File: src/rtl/dmap_pkg.sv
`default_nettype none
package dmap_pkg;

  // debugger-side register select codes
  localparam int          DMAP_SEL_W      = 2;
  localparam logic [1:0]  DMAP_SEL_CTRL   = 2'h0;
  localparam logic [1:0]  DMAP_SEL_ADDR   = 2'h1;
  localparam logic [1:0]  DMAP_SEL_DATA   = 2'h3;

  // access control register layout
  localparam int          DMAP_SIZE_LSB   = 0;
  localparam int          DMAP_SIZE_W     = 3;
  localparam int          DMAP_INCR_BIT   = 4;
  localparam int          DMAP_ERR_BIT    = 6;
  localparam int          DMAP_BUSY_BIT   = 7;

  // transfer size encodings, as driven on hsize
  localparam logic [2:0]  DMAP_SIZE_BYTE  = 3'h0;
  localparam logic [2:0]  DMAP_SIZE_HALF  = 3'h1;
  localparam logic [2:0]  DMAP_SIZE_WORD  = 3'h2;

  // reset values
  localparam logic [2:0]  DMAP_SIZE_RST   = DMAP_SIZE_WORD;
  localparam logic        DMAP_INCR_RST   = 1'b0;
  localparam logic [31:0] DMAP_ADDR_RST   = 32'h00000000;
  localparam logic [31:0] DMAP_DATA_RST   = 32'h00000000;

  // bus transfer types
  localparam logic [1:0]  DMAP_HTRANS_IDLE   = 2'h0;
  localparam logic [1:0]  DMAP_HTRANS_NONSEQ = 2'h2;

  typedef enum logic [1:0] {
    DMAP_IDLE,
    DMAP_ADDR_PH,
    DMAP_DATA_PH
  } dmap_state_t;

  // low address bits that must be zero for a naturally aligned transfer
  function automatic logic [1:0] dmap_low_mask(input logic [2:0] size);
    logic [1:0] m;
    m = 2'h0;
    case (size)
      DMAP_SIZE_HALF: m = 2'h1;
      DMAP_SIZE_WORD: m = 2'h3;
      default:        m = 2'h0;
    endcase
    return m;
  endfunction

  // bytes moved by one transfer
  function automatic logic [31:0] dmap_step(input logic [2:0] size);
    logic [31:0] s;
    s = 32'h00000001;
    case (size)
      DMAP_SIZE_HALF: s = 32'h00000002;
      DMAP_SIZE_WORD: s = 32'h00000004;
      default:        s = 32'h00000001;
    endcase
    return s;
  endfunction

  function automatic logic dmap_size_ok(input logic [2:0] size);
    return (size <= DMAP_SIZE_WORD);
  endfunction

endpackage
`default_nettype wire

File: src/rtl/dmap_align_if.sv
`timescale 1ns/10ps
`default_nettype none
interface dmap_align_if;
  logic [31:0] addr;
  logic [2:0]  size;
  logic        fix_en;
  logic [31:0] bus_addr;

  modport calc (
    input  addr,
    input  size,
    input  fix_en,
    output bus_addr
  );

  modport user (
    output addr,
    output size,
    output fix_en,
    input  bus_addr
  );
endinterface
`default_nettype wire

File: src/rtl/dmap_addr_align.sv
`timescale 1ns/10ps
`default_nettype none
module dmap_addr_align (
  dmap_align_if.calc p
);
  import dmap_pkg::*;

  // low bits pass straight through unless alignment forcing is enabled
  assign p.bus_addr = p.fix_en ?
                      {p.addr[31:2], p.addr[1:0] & ~dmap_low_mask(p.size)} :
                      p.addr;

endmodule
`default_nettype wire

File: src/rtl/dmap_port.sv
`timescale 1ns/10ps
`default_nettype none
module dmap_port (
  input  wire logic                          core_clk,
  input  wire logic                          rst_n,
  input  wire logic                          dbg_req,
  input  wire logic                          dbg_wr,
  input  wire logic [dmap_pkg::DMAP_SEL_W-1:0] dbg_sel,
  input  wire logic [31:0]                   dbg_wdata,
  output logic                               dbg_ready,
  output logic                               dbg_ack,
  output logic [31:0]                        dbg_rdata,
  input  wire logic                          align_fix_en,
  output logic [31:0]                        haddr,
  output logic [1:0]                         htrans,
  output logic                               hwrite,
  output logic [2:0]                         hsize,
  output logic [31:0]                        hwdata,
  input  wire logic [31:0]                   hrdata,
  input  wire logic                          hready,
  input  wire logic                          hresp
);
  import dmap_pkg::*;

  dmap_state_t state_r;
  dmap_state_t state_nxt;
  logic [31:0] addr_r;
  logic [2:0]  size_r;
  logic        incr_r;
  logic        err_r;
  logic [31:0] haddr_r;
  logic [1:0]  htrans_r;
  logic        hwrite_r;
  logic [2:0]  hsize_r;
  logic [31:0] hwdata_r;
  logic [31:0] rdata_r;
  logic        ack_r;
  logic        take;
  logic        data_go;
  logic        bad_size;
  logic        bus_done;
  logic        ctrl_wr;
  logic [31:0] ctrl_view;

  dmap_align_if u_align_if ();

  dmap_addr_align u_align (
    .p (u_align_if.calc)
  );

  assign u_align_if.addr   = addr_r;
  assign u_align_if.size   = size_r;
  assign u_align_if.fix_en = align_fix_en;

  // debugger handshake
  assign dbg_ready = (state_r == DMAP_IDLE);
  assign take      = dbg_req && dbg_ready;
  assign bad_size  = !dmap_size_ok(size_r);
  assign data_go   = take && (dbg_sel == DMAP_SEL_DATA)
                     && !bad_size;
  assign bus_done  = (state_r == DMAP_DATA_PH) && hready;
  assign ctrl_wr   = take && dbg_wr && (dbg_sel == DMAP_SEL_CTRL);

  assign ctrl_view = {24'h000000, (state_r != DMAP_IDLE), err_r, 1'b0,
                      incr_r, 1'b0, size_r};

  // transfer sequencer
  always_comb begin
    state_nxt = state_r;
    case (state_r)
      DMAP_IDLE: begin
        if (data_go) begin
          state_nxt = DMAP_ADDR_PH;
        end
      end
      DMAP_ADDR_PH: begin
        if (hready) begin
          state_nxt = DMAP_DATA_PH;
        end
      end
      DMAP_DATA_PH: begin
        if (hready) begin
          state_nxt = DMAP_IDLE;
        end
      end
      default: state_nxt = DMAP_IDLE;
    endcase
  end

  always_ff @(posedge core_clk or negedge rst_n) begin
    if (!rst_n) begin
      state_r <= DMAP_IDLE;
    end else begin
      state_r <= state_nxt;
    end
  end

  // transfer address register with optional auto-increment
  always_ff @(posedge core_clk or negedge rst_n) begin
    if (!rst_n) begin
      addr_r <= DMAP_ADDR_RST;
    end else if (take && dbg_wr && (dbg_sel == DMAP_SEL_ADDR)) begin
      addr_r <= dbg_wdata;
    end else if (bus_done && !hresp && incr_r) begin
      addr_r <= 32'(addr_r + dmap_step(size_r));
    end
  end

  // access control register
  always_ff @(posedge core_clk or negedge rst_n) begin
    if (!rst_n) begin
      size_r <= DMAP_SIZE_RST;
      incr_r <= DMAP_INCR_RST;
    end else if (ctrl_wr) begin
      size_r <= dbg_wdata[DMAP_SIZE_LSB +: DMAP_SIZE_W];
      incr_r <= dbg_wdata[DMAP_INCR_BIT];
    end
  end

  // sticky error, set wins over write-one-to-clear
  always_ff @(posedge core_clk or negedge rst_n) begin
    if (!rst_n) begin
      err_r <= 1'b0;
    end else if ((bus_done && hresp) ||
                 (take && dbg_sel == DMAP_SEL_DATA && bad_size)) begin
      err_r <= 1'b1;
    end else if (ctrl_wr && dbg_wdata[DMAP_ERR_BIT]) begin
      err_r <= 1'b0;
    end
  end

  // address phase outputs
  always_ff @(posedge core_clk or negedge rst_n) begin
    if (!rst_n) begin
      haddr_r  <= DMAP_ADDR_RST;
      hsize_r  <= DMAP_SIZE_RST;
      hwrite_r <= 1'b0;
    end else if (data_go) begin
      haddr_r  <= u_align_if.bus_addr;
      hsize_r  <= size_r;
      hwrite_r <= dbg_wr;
    end
  end

  always_ff @(posedge core_clk or negedge rst_n) begin
    if (!rst_n) begin
      htrans_r <= DMAP_HTRANS_IDLE;
    end else if (data_go) begin
      htrans_r <= DMAP_HTRANS_NONSEQ;
    end else if ((state_r == DMAP_ADDR_PH) && hready) begin
      htrans_r <= DMAP_HTRANS_IDLE;
    end
  end

  always_ff @(posedge core_clk or negedge rst_n) begin
    if (!rst_n) begin
      hwdata_r <= DMAP_DATA_RST;
    end else if (data_go && dbg_wr) begin
      hwdata_r <= dbg_wdata;
    end
  end

  // debugger answer
  always_ff @(posedge core_clk or negedge rst_n) begin
    if (!rst_n) begin
      ack_r <= 1'b0;
    end else begin
      ack_r <= (take && !data_go) || bus_done;
    end
  end

  always_ff @(posedge core_clk or negedge rst_n) begin
    if (!rst_n) begin
      rdata_r <= DMAP_DATA_RST;
    end else if (take && !dbg_wr && dbg_sel == DMAP_SEL_CTRL) begin
      rdata_r <= ctrl_view;
    end else if (take && !dbg_wr && dbg_sel == DMAP_SEL_ADDR) begin
      rdata_r <= addr_r;
    end else if (take && !dbg_wr && !data_go) begin
      rdata_r <= DMAP_DATA_RST;
    end else if (bus_done && !hwrite_r) begin
      rdata_r <= hresp ? DMAP_DATA_RST : hrdata;
    end
  end

  assign dbg_ack   = ack_r;
  assign dbg_rdata = rdata_r;
  assign haddr     = haddr_r;
  assign htrans    = htrans_r;
  assign hwrite    = hwrite_r;
  assign hsize     = hsize_r;
  assign hwdata    = hwdata_r;
endmodule
`default_nettype wire

File: config.mk
export PLATFORM = sky130hd
export DESIGN_NAME = dmap_port
export DESIGN_NICKNAME = d
export VERILOG_FILES = /design/src/rtl/dmap_pkg.sv /design/src/rtl/dmap_align_if.sv /design/src/rtl/dmap_addr_align.sv /design/src/rtl/dmap_port.sv
export SDC_FILE = /design/constraint.sdc
export NUM_CORES = 1
export LEC_CHECK = 0
export BUFFER_PORTS_ARGS = -buffer_cell sky130_fd_sc_hd__buf_4
export CORE_ASPECT_RATIO = 0.6
export CORE_MARGIN = 2
export CORE_UTILIZATION = 50
export DETAILED_ROUTE_END_ITERATION = 6
export GPL_ROUTABILITY_DRIVEN = 1
export MAX_ROUTING_LAYER = met4
export PLACE_DENSITY = 0.73
export SYNTH_ARGS = -nofsm -noshare
export SYNTH_HDL_FRONTEND = slang
export SYNTH_SLANG_ARGS = --single-unit
File: constraint.sdc
create_clock -name core_clk -period 3.2 [get_ports core_clk]
set_input_delay 0.64 -clock core_clk [delete_from_list [all_inputs] [get_ports core_clk]]
set_output_delay 0.64 -clock core_clk [all_outputs]
set_load 0.05 [all_outputs]
# [Word level (Yosys, flattened, before mapping)]
# Cells that the tools add are included.
[op_classes] reduce_logical=35 eq_ne=9 order_cmp=1 div_mod_pow=0 multipliers=0 bitwise=2 n_mux=20 addsub=1 shift=0
[ops] operator="2-to-1 mux 32 bit" count=9
[ops] operator="adder 32 bit" count=1
[ops] operator="logical AND 1 bit" count=20
[ops] operator="2-to-1 mux 2 bit" count=6
[ops] operator="nonzero test 2 bit" count=4
[ops] operator="case mux 2 bit (3 select lines)" count=1
[ops] operator="case mux 3 bit (2 select lines)" count=1
[ops] operator="logical NOT 1 bit" count=5
[ops] operator="equality test 2 x 1 -> 1 bit (second input constant)" count=2
[ops] operator="equality test 2 bit (second input constant)" count=2
[ops] operator="logical NOT 2 bit" count=2
[ops] operator="inequality test 2 bit (second input constant)" count=2
[ops] operator="case mux 2 bit (2 select lines)" count=1
[ops] operator="nonzero test 4 bit" count=1
[ops] operator="equality test 3 x 1 -> 1 bit (second input constant)" count=1
[ops] operator="equality test 3 x 2 -> 1 bit (second input constant)" count=1
[ops] operator="<= comparator 3 x 2 -> 1 bit (second input constant)" count=1
[ops] operator="AND reduction 3 bit" count=1
[ops] operator="bitwise AND 2 bit" count=1
[ops] operator="logical OR 1 bit" count=2
[ops] operator="2-to-1 mux 1 bit" count=2
[ops] operator="inequality test 2 x 1 -> 1 bit (second input constant)" count=1
[ops] operator="NOT 2 bit" count=1
[word_totals] register_bits=142 mem_bits_rw=0 out_inout_bits=104 input_bits=73 memories=0 rom_bits=0 latch_bits=0

# [Logic depth before layout (Yosys ltp)]
[depth] word_depth=9 mapped_depth=10 mapped_depth_nobuf=10

# [Hierarchy]
# Synthesis repeated with hierarchy kept, for this count alone.
[unflattened] hier_cells=664 area_unflattened_um2=6764.0
[by_module_without_submodules] module="dmap_port" instances=1 area_each_um2=6502.5 seq_area_each_um2=3530.9 cells_per_inst=629
[by_module_without_submodules] module="dmap_addr_align" instances=1 area_each_um2=261.5 seq_area_each_um2=0.0 cells_per_inst=35

# [Worst setup path before layout]
# No wires, ideal clock.
[synth_timing] path_kind="flip-flop to flip-flop" startpoint="reg size_r[1]" endpoint="reg addr_r[20]" period_less_slack_ns=2.737 required_time_ns=3.063 t_arrival_ns=2.600 setup_ns=0.137 n_path_buf=0 slack_ns=0.463 stages_incl_launch_ff=11 path_cell_list="dfstp_2 nor3b_1 nor2_1 ha_1 inv_1 fa_1 nand2b_1 a211o_1 or2_2 o311ai_0 nand3_1"
[synth_between] elab_chain_len=7
[synth_lines] element="start, declared" line="dmap_port.sv:28" rtl="logic [2:0] size_r;"
[synth_lines] element="start signal, assigned" line="dmap_port.sv:115" rtl="size_r <= dbg_wdata[DMAP_SIZE_LSB +: DMAP_SIZE_W];"
[synth_lines] element="equality test 3 x 2 -> 1 bit / equality test 3 x 1 -> 1 bit (equally long branches)" line="dmap_pkg.sv:54" rtl="case (size)"
[synth_lines] element="case mux 3 bit (2 select lines) (*)" line="dmap_pkg.sv:54"
[synth_lines] element="2-to-1 mux 32 bit (*)" line="dmap_port.sv:104" rtl="end else if (bus_done && !hresp && incr_r) begin"
[synth_lines] element="2-to-1 mux 32 bit (*)" line="dmap_port.sv:102" rtl="end else if (take && dbg_wr && (dbg_sel == DMAP_SEL_ADDR)) begin"
[synth_lines] element="adder 32 bit (*)" line="dmap_port.sv:105" rtl="addr_r <= 32'(addr_r + dmap_step(size_r));"
[synth_lines] element="2-to-1 mux 32 bit (*)" line="dmap_port.sv:104"
[synth_lines] element="2-to-1 mux 32 bit (*)" line="dmap_port.sv:102"
[synth_lines] element="end signal, assigned" line="dmap_port.sv:103" rtl="addr_r <= dbg_wdata;"
[synth_lines] element="end signal, assigned" line="dmap_port.sv:105"
[synth_lines] element="end, declared" line="dmap_port.sv:27" rtl="logic [31:0] addr_r;"
# Mark *: on every way between the ends. The rest lies on a longest branch, timed or not. The select of a mux whose other input is x is not followed.
# A chain may end at the register's enable or synchronous reset.

# [Worst setup path after layout]
[layout_timing] startpoint="reg size_r[1]" endpoint="reg addr_r[30]"
# The elaborated chain is that of the path after synthesis.

==> impl_results.rst <==
.. list-table::
   :header-rows: 1

   * - Metric
     - Value
   * - Hold Vio Cnt, Final
     - 0
   * - FFs w/ async S/R, synth
     - 100.0%
   * - Cell types with the largest area share after synthesis
     - dfrtp_1 (52%), mux2_4 (6.6%), mux2_2 (6.1%), nand2_1 (4.6%), o21ai_0 (4.0%)
   * - Storage element area
     - about 3500 sq um
   * - Worst path cell trace
     - nor3b_1 > nor2_1 > ha_1 > inv_1 > fa_1 > nand2b_1 > a2111oi_4 > buf_4 > nand3_1 > o311ai_1
   * - Startpoint kind of the worst setup timing path
     - flop
   * - H-tree depth
     - 4
   * - Number of enable flip-flop cells after synthesis
     - 0
   * - Total negative slack
     - 0 ns
   * - Pins over their slew limit
     - 0
   * - Commonest non-fill, non-tap cell in the layout
     - buf_4
   * - Actual transition at the worst max-transition pin
     - about 1.3 ns
   * - Reported leakage power
     - 4.088 nW
   * - Most used cells in the layout excluding fill and tap cells
     - buf_4 (186), dfrtp_1 (139), nand2_1 (82)
   * - Final Routed Wirelength
     - slightly below 20000 microns
   * - Final net count
     - 835
   * - Multi-input gate area in the final layout
     - 2885 sq um
   * - Die Ht
     - a little over 90 microns
   * - Buffers on Ports
     - 175
   * - Initial core utilization
     - between 50% and 60%
   * - Number of standard cells after synthesis
     - 593
   * - Antenna Nets Post-Route
     - 0
   * - Maximum frequency from static timing analysis
     - around 330 MHz
   * - Synthesis-to-layout area growth
     - 30.49%
   * - TritonCTS Sinks
     - 141
   * - CTS Root Buffer Type
     - clkbuf_16
   * - Max VDD drop
     - 0.0005896 V
   * - Mean post-synth cell area
     - roughly 11 sq um
   * - GRT Residual Overflow
     - 0
   * - Normalized max-slew margin
     - approximately 15%
   * - Fillcell total
     - 1004
   * - Final worst path period share
     - 93.48%
   * - Area share of the leading cell type in the synthesized netlist
     - roughly 52%
   * - Number of buffers inserted by hold repair at cts
     - 0
   * - Warning count from the yosys run
     - 0
   * - Nets in the synthesized netlist
     - 670
   * - Data required time of the worst path
     - 3.50 ns
   * - Largest clock skew in the final design
     - slightly below 0.01 ns
   * - TritonCTS Buffers
     - 17
   * - Result of the run
     - completed
   * - Via count
     - between 5000 and 6000
   * - Worst endpoint data arrival time
     - 3.29 ns
   * - Crit Path Max Fanout
     - 6
   * - Clk Latency, worst-skew pair
     - around 0.42 ns
   * - Global-route usage over all layers
     - between 20 and 30%
   * - Worst-path cell with the longest stage delay
     - dfstp_2
   * - Setup violators final
     - 0
   * - Cell type with the highest aggregate area in the netlist
     - dfrtp_1
   * - Share of cells above drive strength 1
     - roughly two fifths
   * - Bufs and invs on worst path
     - 2
   * - Clock tree buffer depth
     - 2
   * - Gate family responsible for the most delay along the worst path
     - compound AO/OA/AOI/OAI gates
   * - Post-route DRC violation count
     - 0
   * - Num rows
     - 32
   * - Critical path class
     - reg -> reg
   * - Die boundary width
     - roughly 150 microns
   * - Maximum number of pins on one net before global-route repair
     - slightly below 70
   * - Weighted congestion at the end of routability-driven global placement
     - between 0.8 and 0.9
   * - Share of synthesized area occupied by flip-flops and latches
     - a little over half
   * - Post-synthesis instance area
     - 6631 sq um
   * - HPWL after detailed placement
     - between 10000 and 15000 microns
   * - Minimum clock period
     - between 2 and 3 ns
   * - Wire length of the first global-routing pass
     - 31110 microns
   * - Flops & latches, synth
     - 141
   * - Vias in the first global route
     - between 5000 and 6000
   * - Floorplan die area
     - ~14000 sq um
   * - Cell Pwr Density
     - 1047 nW/um^2
   * - Type of destination of the critical path
     - flop
   * - Antenna Diode Count
     - 0
   * - RSZ-0062 raised after global routing
     - no
   * - Number of distinct library cell variants in the gate-level netlist after synthesis
     - between 50 and 60
   * - Hold Worst Slack
     - 0.2054 ns
   * - Average detailed-routed wire length per instance
     - around 20 microns
   * - CTS clk-pin slew, worst paths
     - approximately 0.06 ns
   * - Number of max-cap violations
     - 0
   * - Worst hold-check path type
     - in -> async
   * - 1st-iter DRT viols
     - about 590
   * - Total core area
     - approximately 13000 sq um
   * - Via/cell ratio
     - 6.049
   * - CTS tree
     - done
   * - Most used flip-flop cell after synthesis
     - dfrtp_1
   * - I/O pin count
     - approximately 180
   * - Number of detailed-route iterations in the first pass
     - 6
   * - Largest stage delay on the critical path
     - 0.57 ns
   * - Number of antenna violations at the first check in global routing
     - 0
logic make-up (layout without fill, tap and decap cells):
family | Yosys count | after routing | share of synthesized area, %
other cells | 1 | 1 | 0.05655
fa+ha+maj | 4 | 4 | 0.8680
simple gates | 175 | 175 | 12.87
flops | 141 | 141 | 53.25
compound gates | 148 | 148 | 15.57
buf+inv | 51 | 229 | 3.603
xor+xnor | 5 | 5 | 0.6605
mux | 68 | 68 | 13.13
repair_timing:
action,CTS,global route
resized for setup,0,8
endpoints found under the setup margin,0,6
setup buffers,0,1
Yosys cell counts, types with 3 or more instances:
cell	instances
dfrtp_1	139
nand2_1	82
o21ai_0	53
mux2_2	36
a22oi_1	31
mux2_4	29
clkbuf_1	22
nand3_1	22
nor2_1	17
o311ai_0	13
inv_1	9
nand4_1	9
nor3_1	9
a221o_1	8
a21oi_1	7
buf_2	7
buf_1	6
a21o_1	5
and3_1	5
o211ai_1	5
buf_6	4
nand2b_1	4
nor2b_1	4
nor4_1	4
or4_1	4
a221oi_1	3
a31oi_1	3
a32oi_1	3
ha_1	3
mux2i_1	3
nand3b_1	3
o31ai_1	3
xor2_1	3
final cells by class:
cell class,instances,share of cell area [%]
well taps,170,2.458
inverters,9,0.3904
clock buffers,18,4.960
flip-flops and latches,141,40.80
repair buffers,188,16.50
multi-input cells,401,33.34
clock inverters,14,1.547
state kept, by name, summed over array words and instances (netlist names):
name,count
htrans,1
state_r,2
hsize,3
haddr,32
size_r,3
hwdata,32
dbg_rdata,32
err_r,1
incr_r,1
hwrite,1
addr_r,32
dbg_ack,1
report_power, final:
part           total (W)  internal [W]  switching, W
clock            0.00188       0.00108      0.000795
sequential       0.00313       0.00248      0.000650
combinational    0.00406       0.00138       0.00268
final timing paths:
path,slack (ns),cells after the start,from,end
worst max-delay path,0.21,10,size_r[1],addr_r[30]
worst min-delay path,0.21,1,rst_n,hwdata[0]
worst max register to register,0.21,10,size_r[1],addr_r[30]
worst min register to register,0.48,1,err_r,err_r
max in group asynchronous,2.20,2,rst_n,hsize[1]
min in group core_clk,0.45,3,dbg_wdata[3],addr_r[3]
per-stage QoR:
step	area [sq um]	setup slack, ns	total power [W]	cells	utilization, %
finish	8653	0.2086	0.009064	941	67.12
global route	8653	0.005957	0.009473	941	67.12
CTS	8630	0.06264	0.009083	940	66.94
detailed placement	8066	0.1390	0.007187	908	62.57
global placement	8066	0.2877	0.007087	908	62.57
floorplan	6631	0.4627	0.005810	593	-
routing by layer:
| layer | part of all wire [%] | global-route usage (%) |
|---|---|---|
| met1 | 47 | 42.68 |
| met5 | 0 | - |
| met4 | 0.94 | 6.944 |
| met3 | 8.8 | 6.997 |
| met2 | 43 | 40.43 |
(Power assumes the default switching activity.)
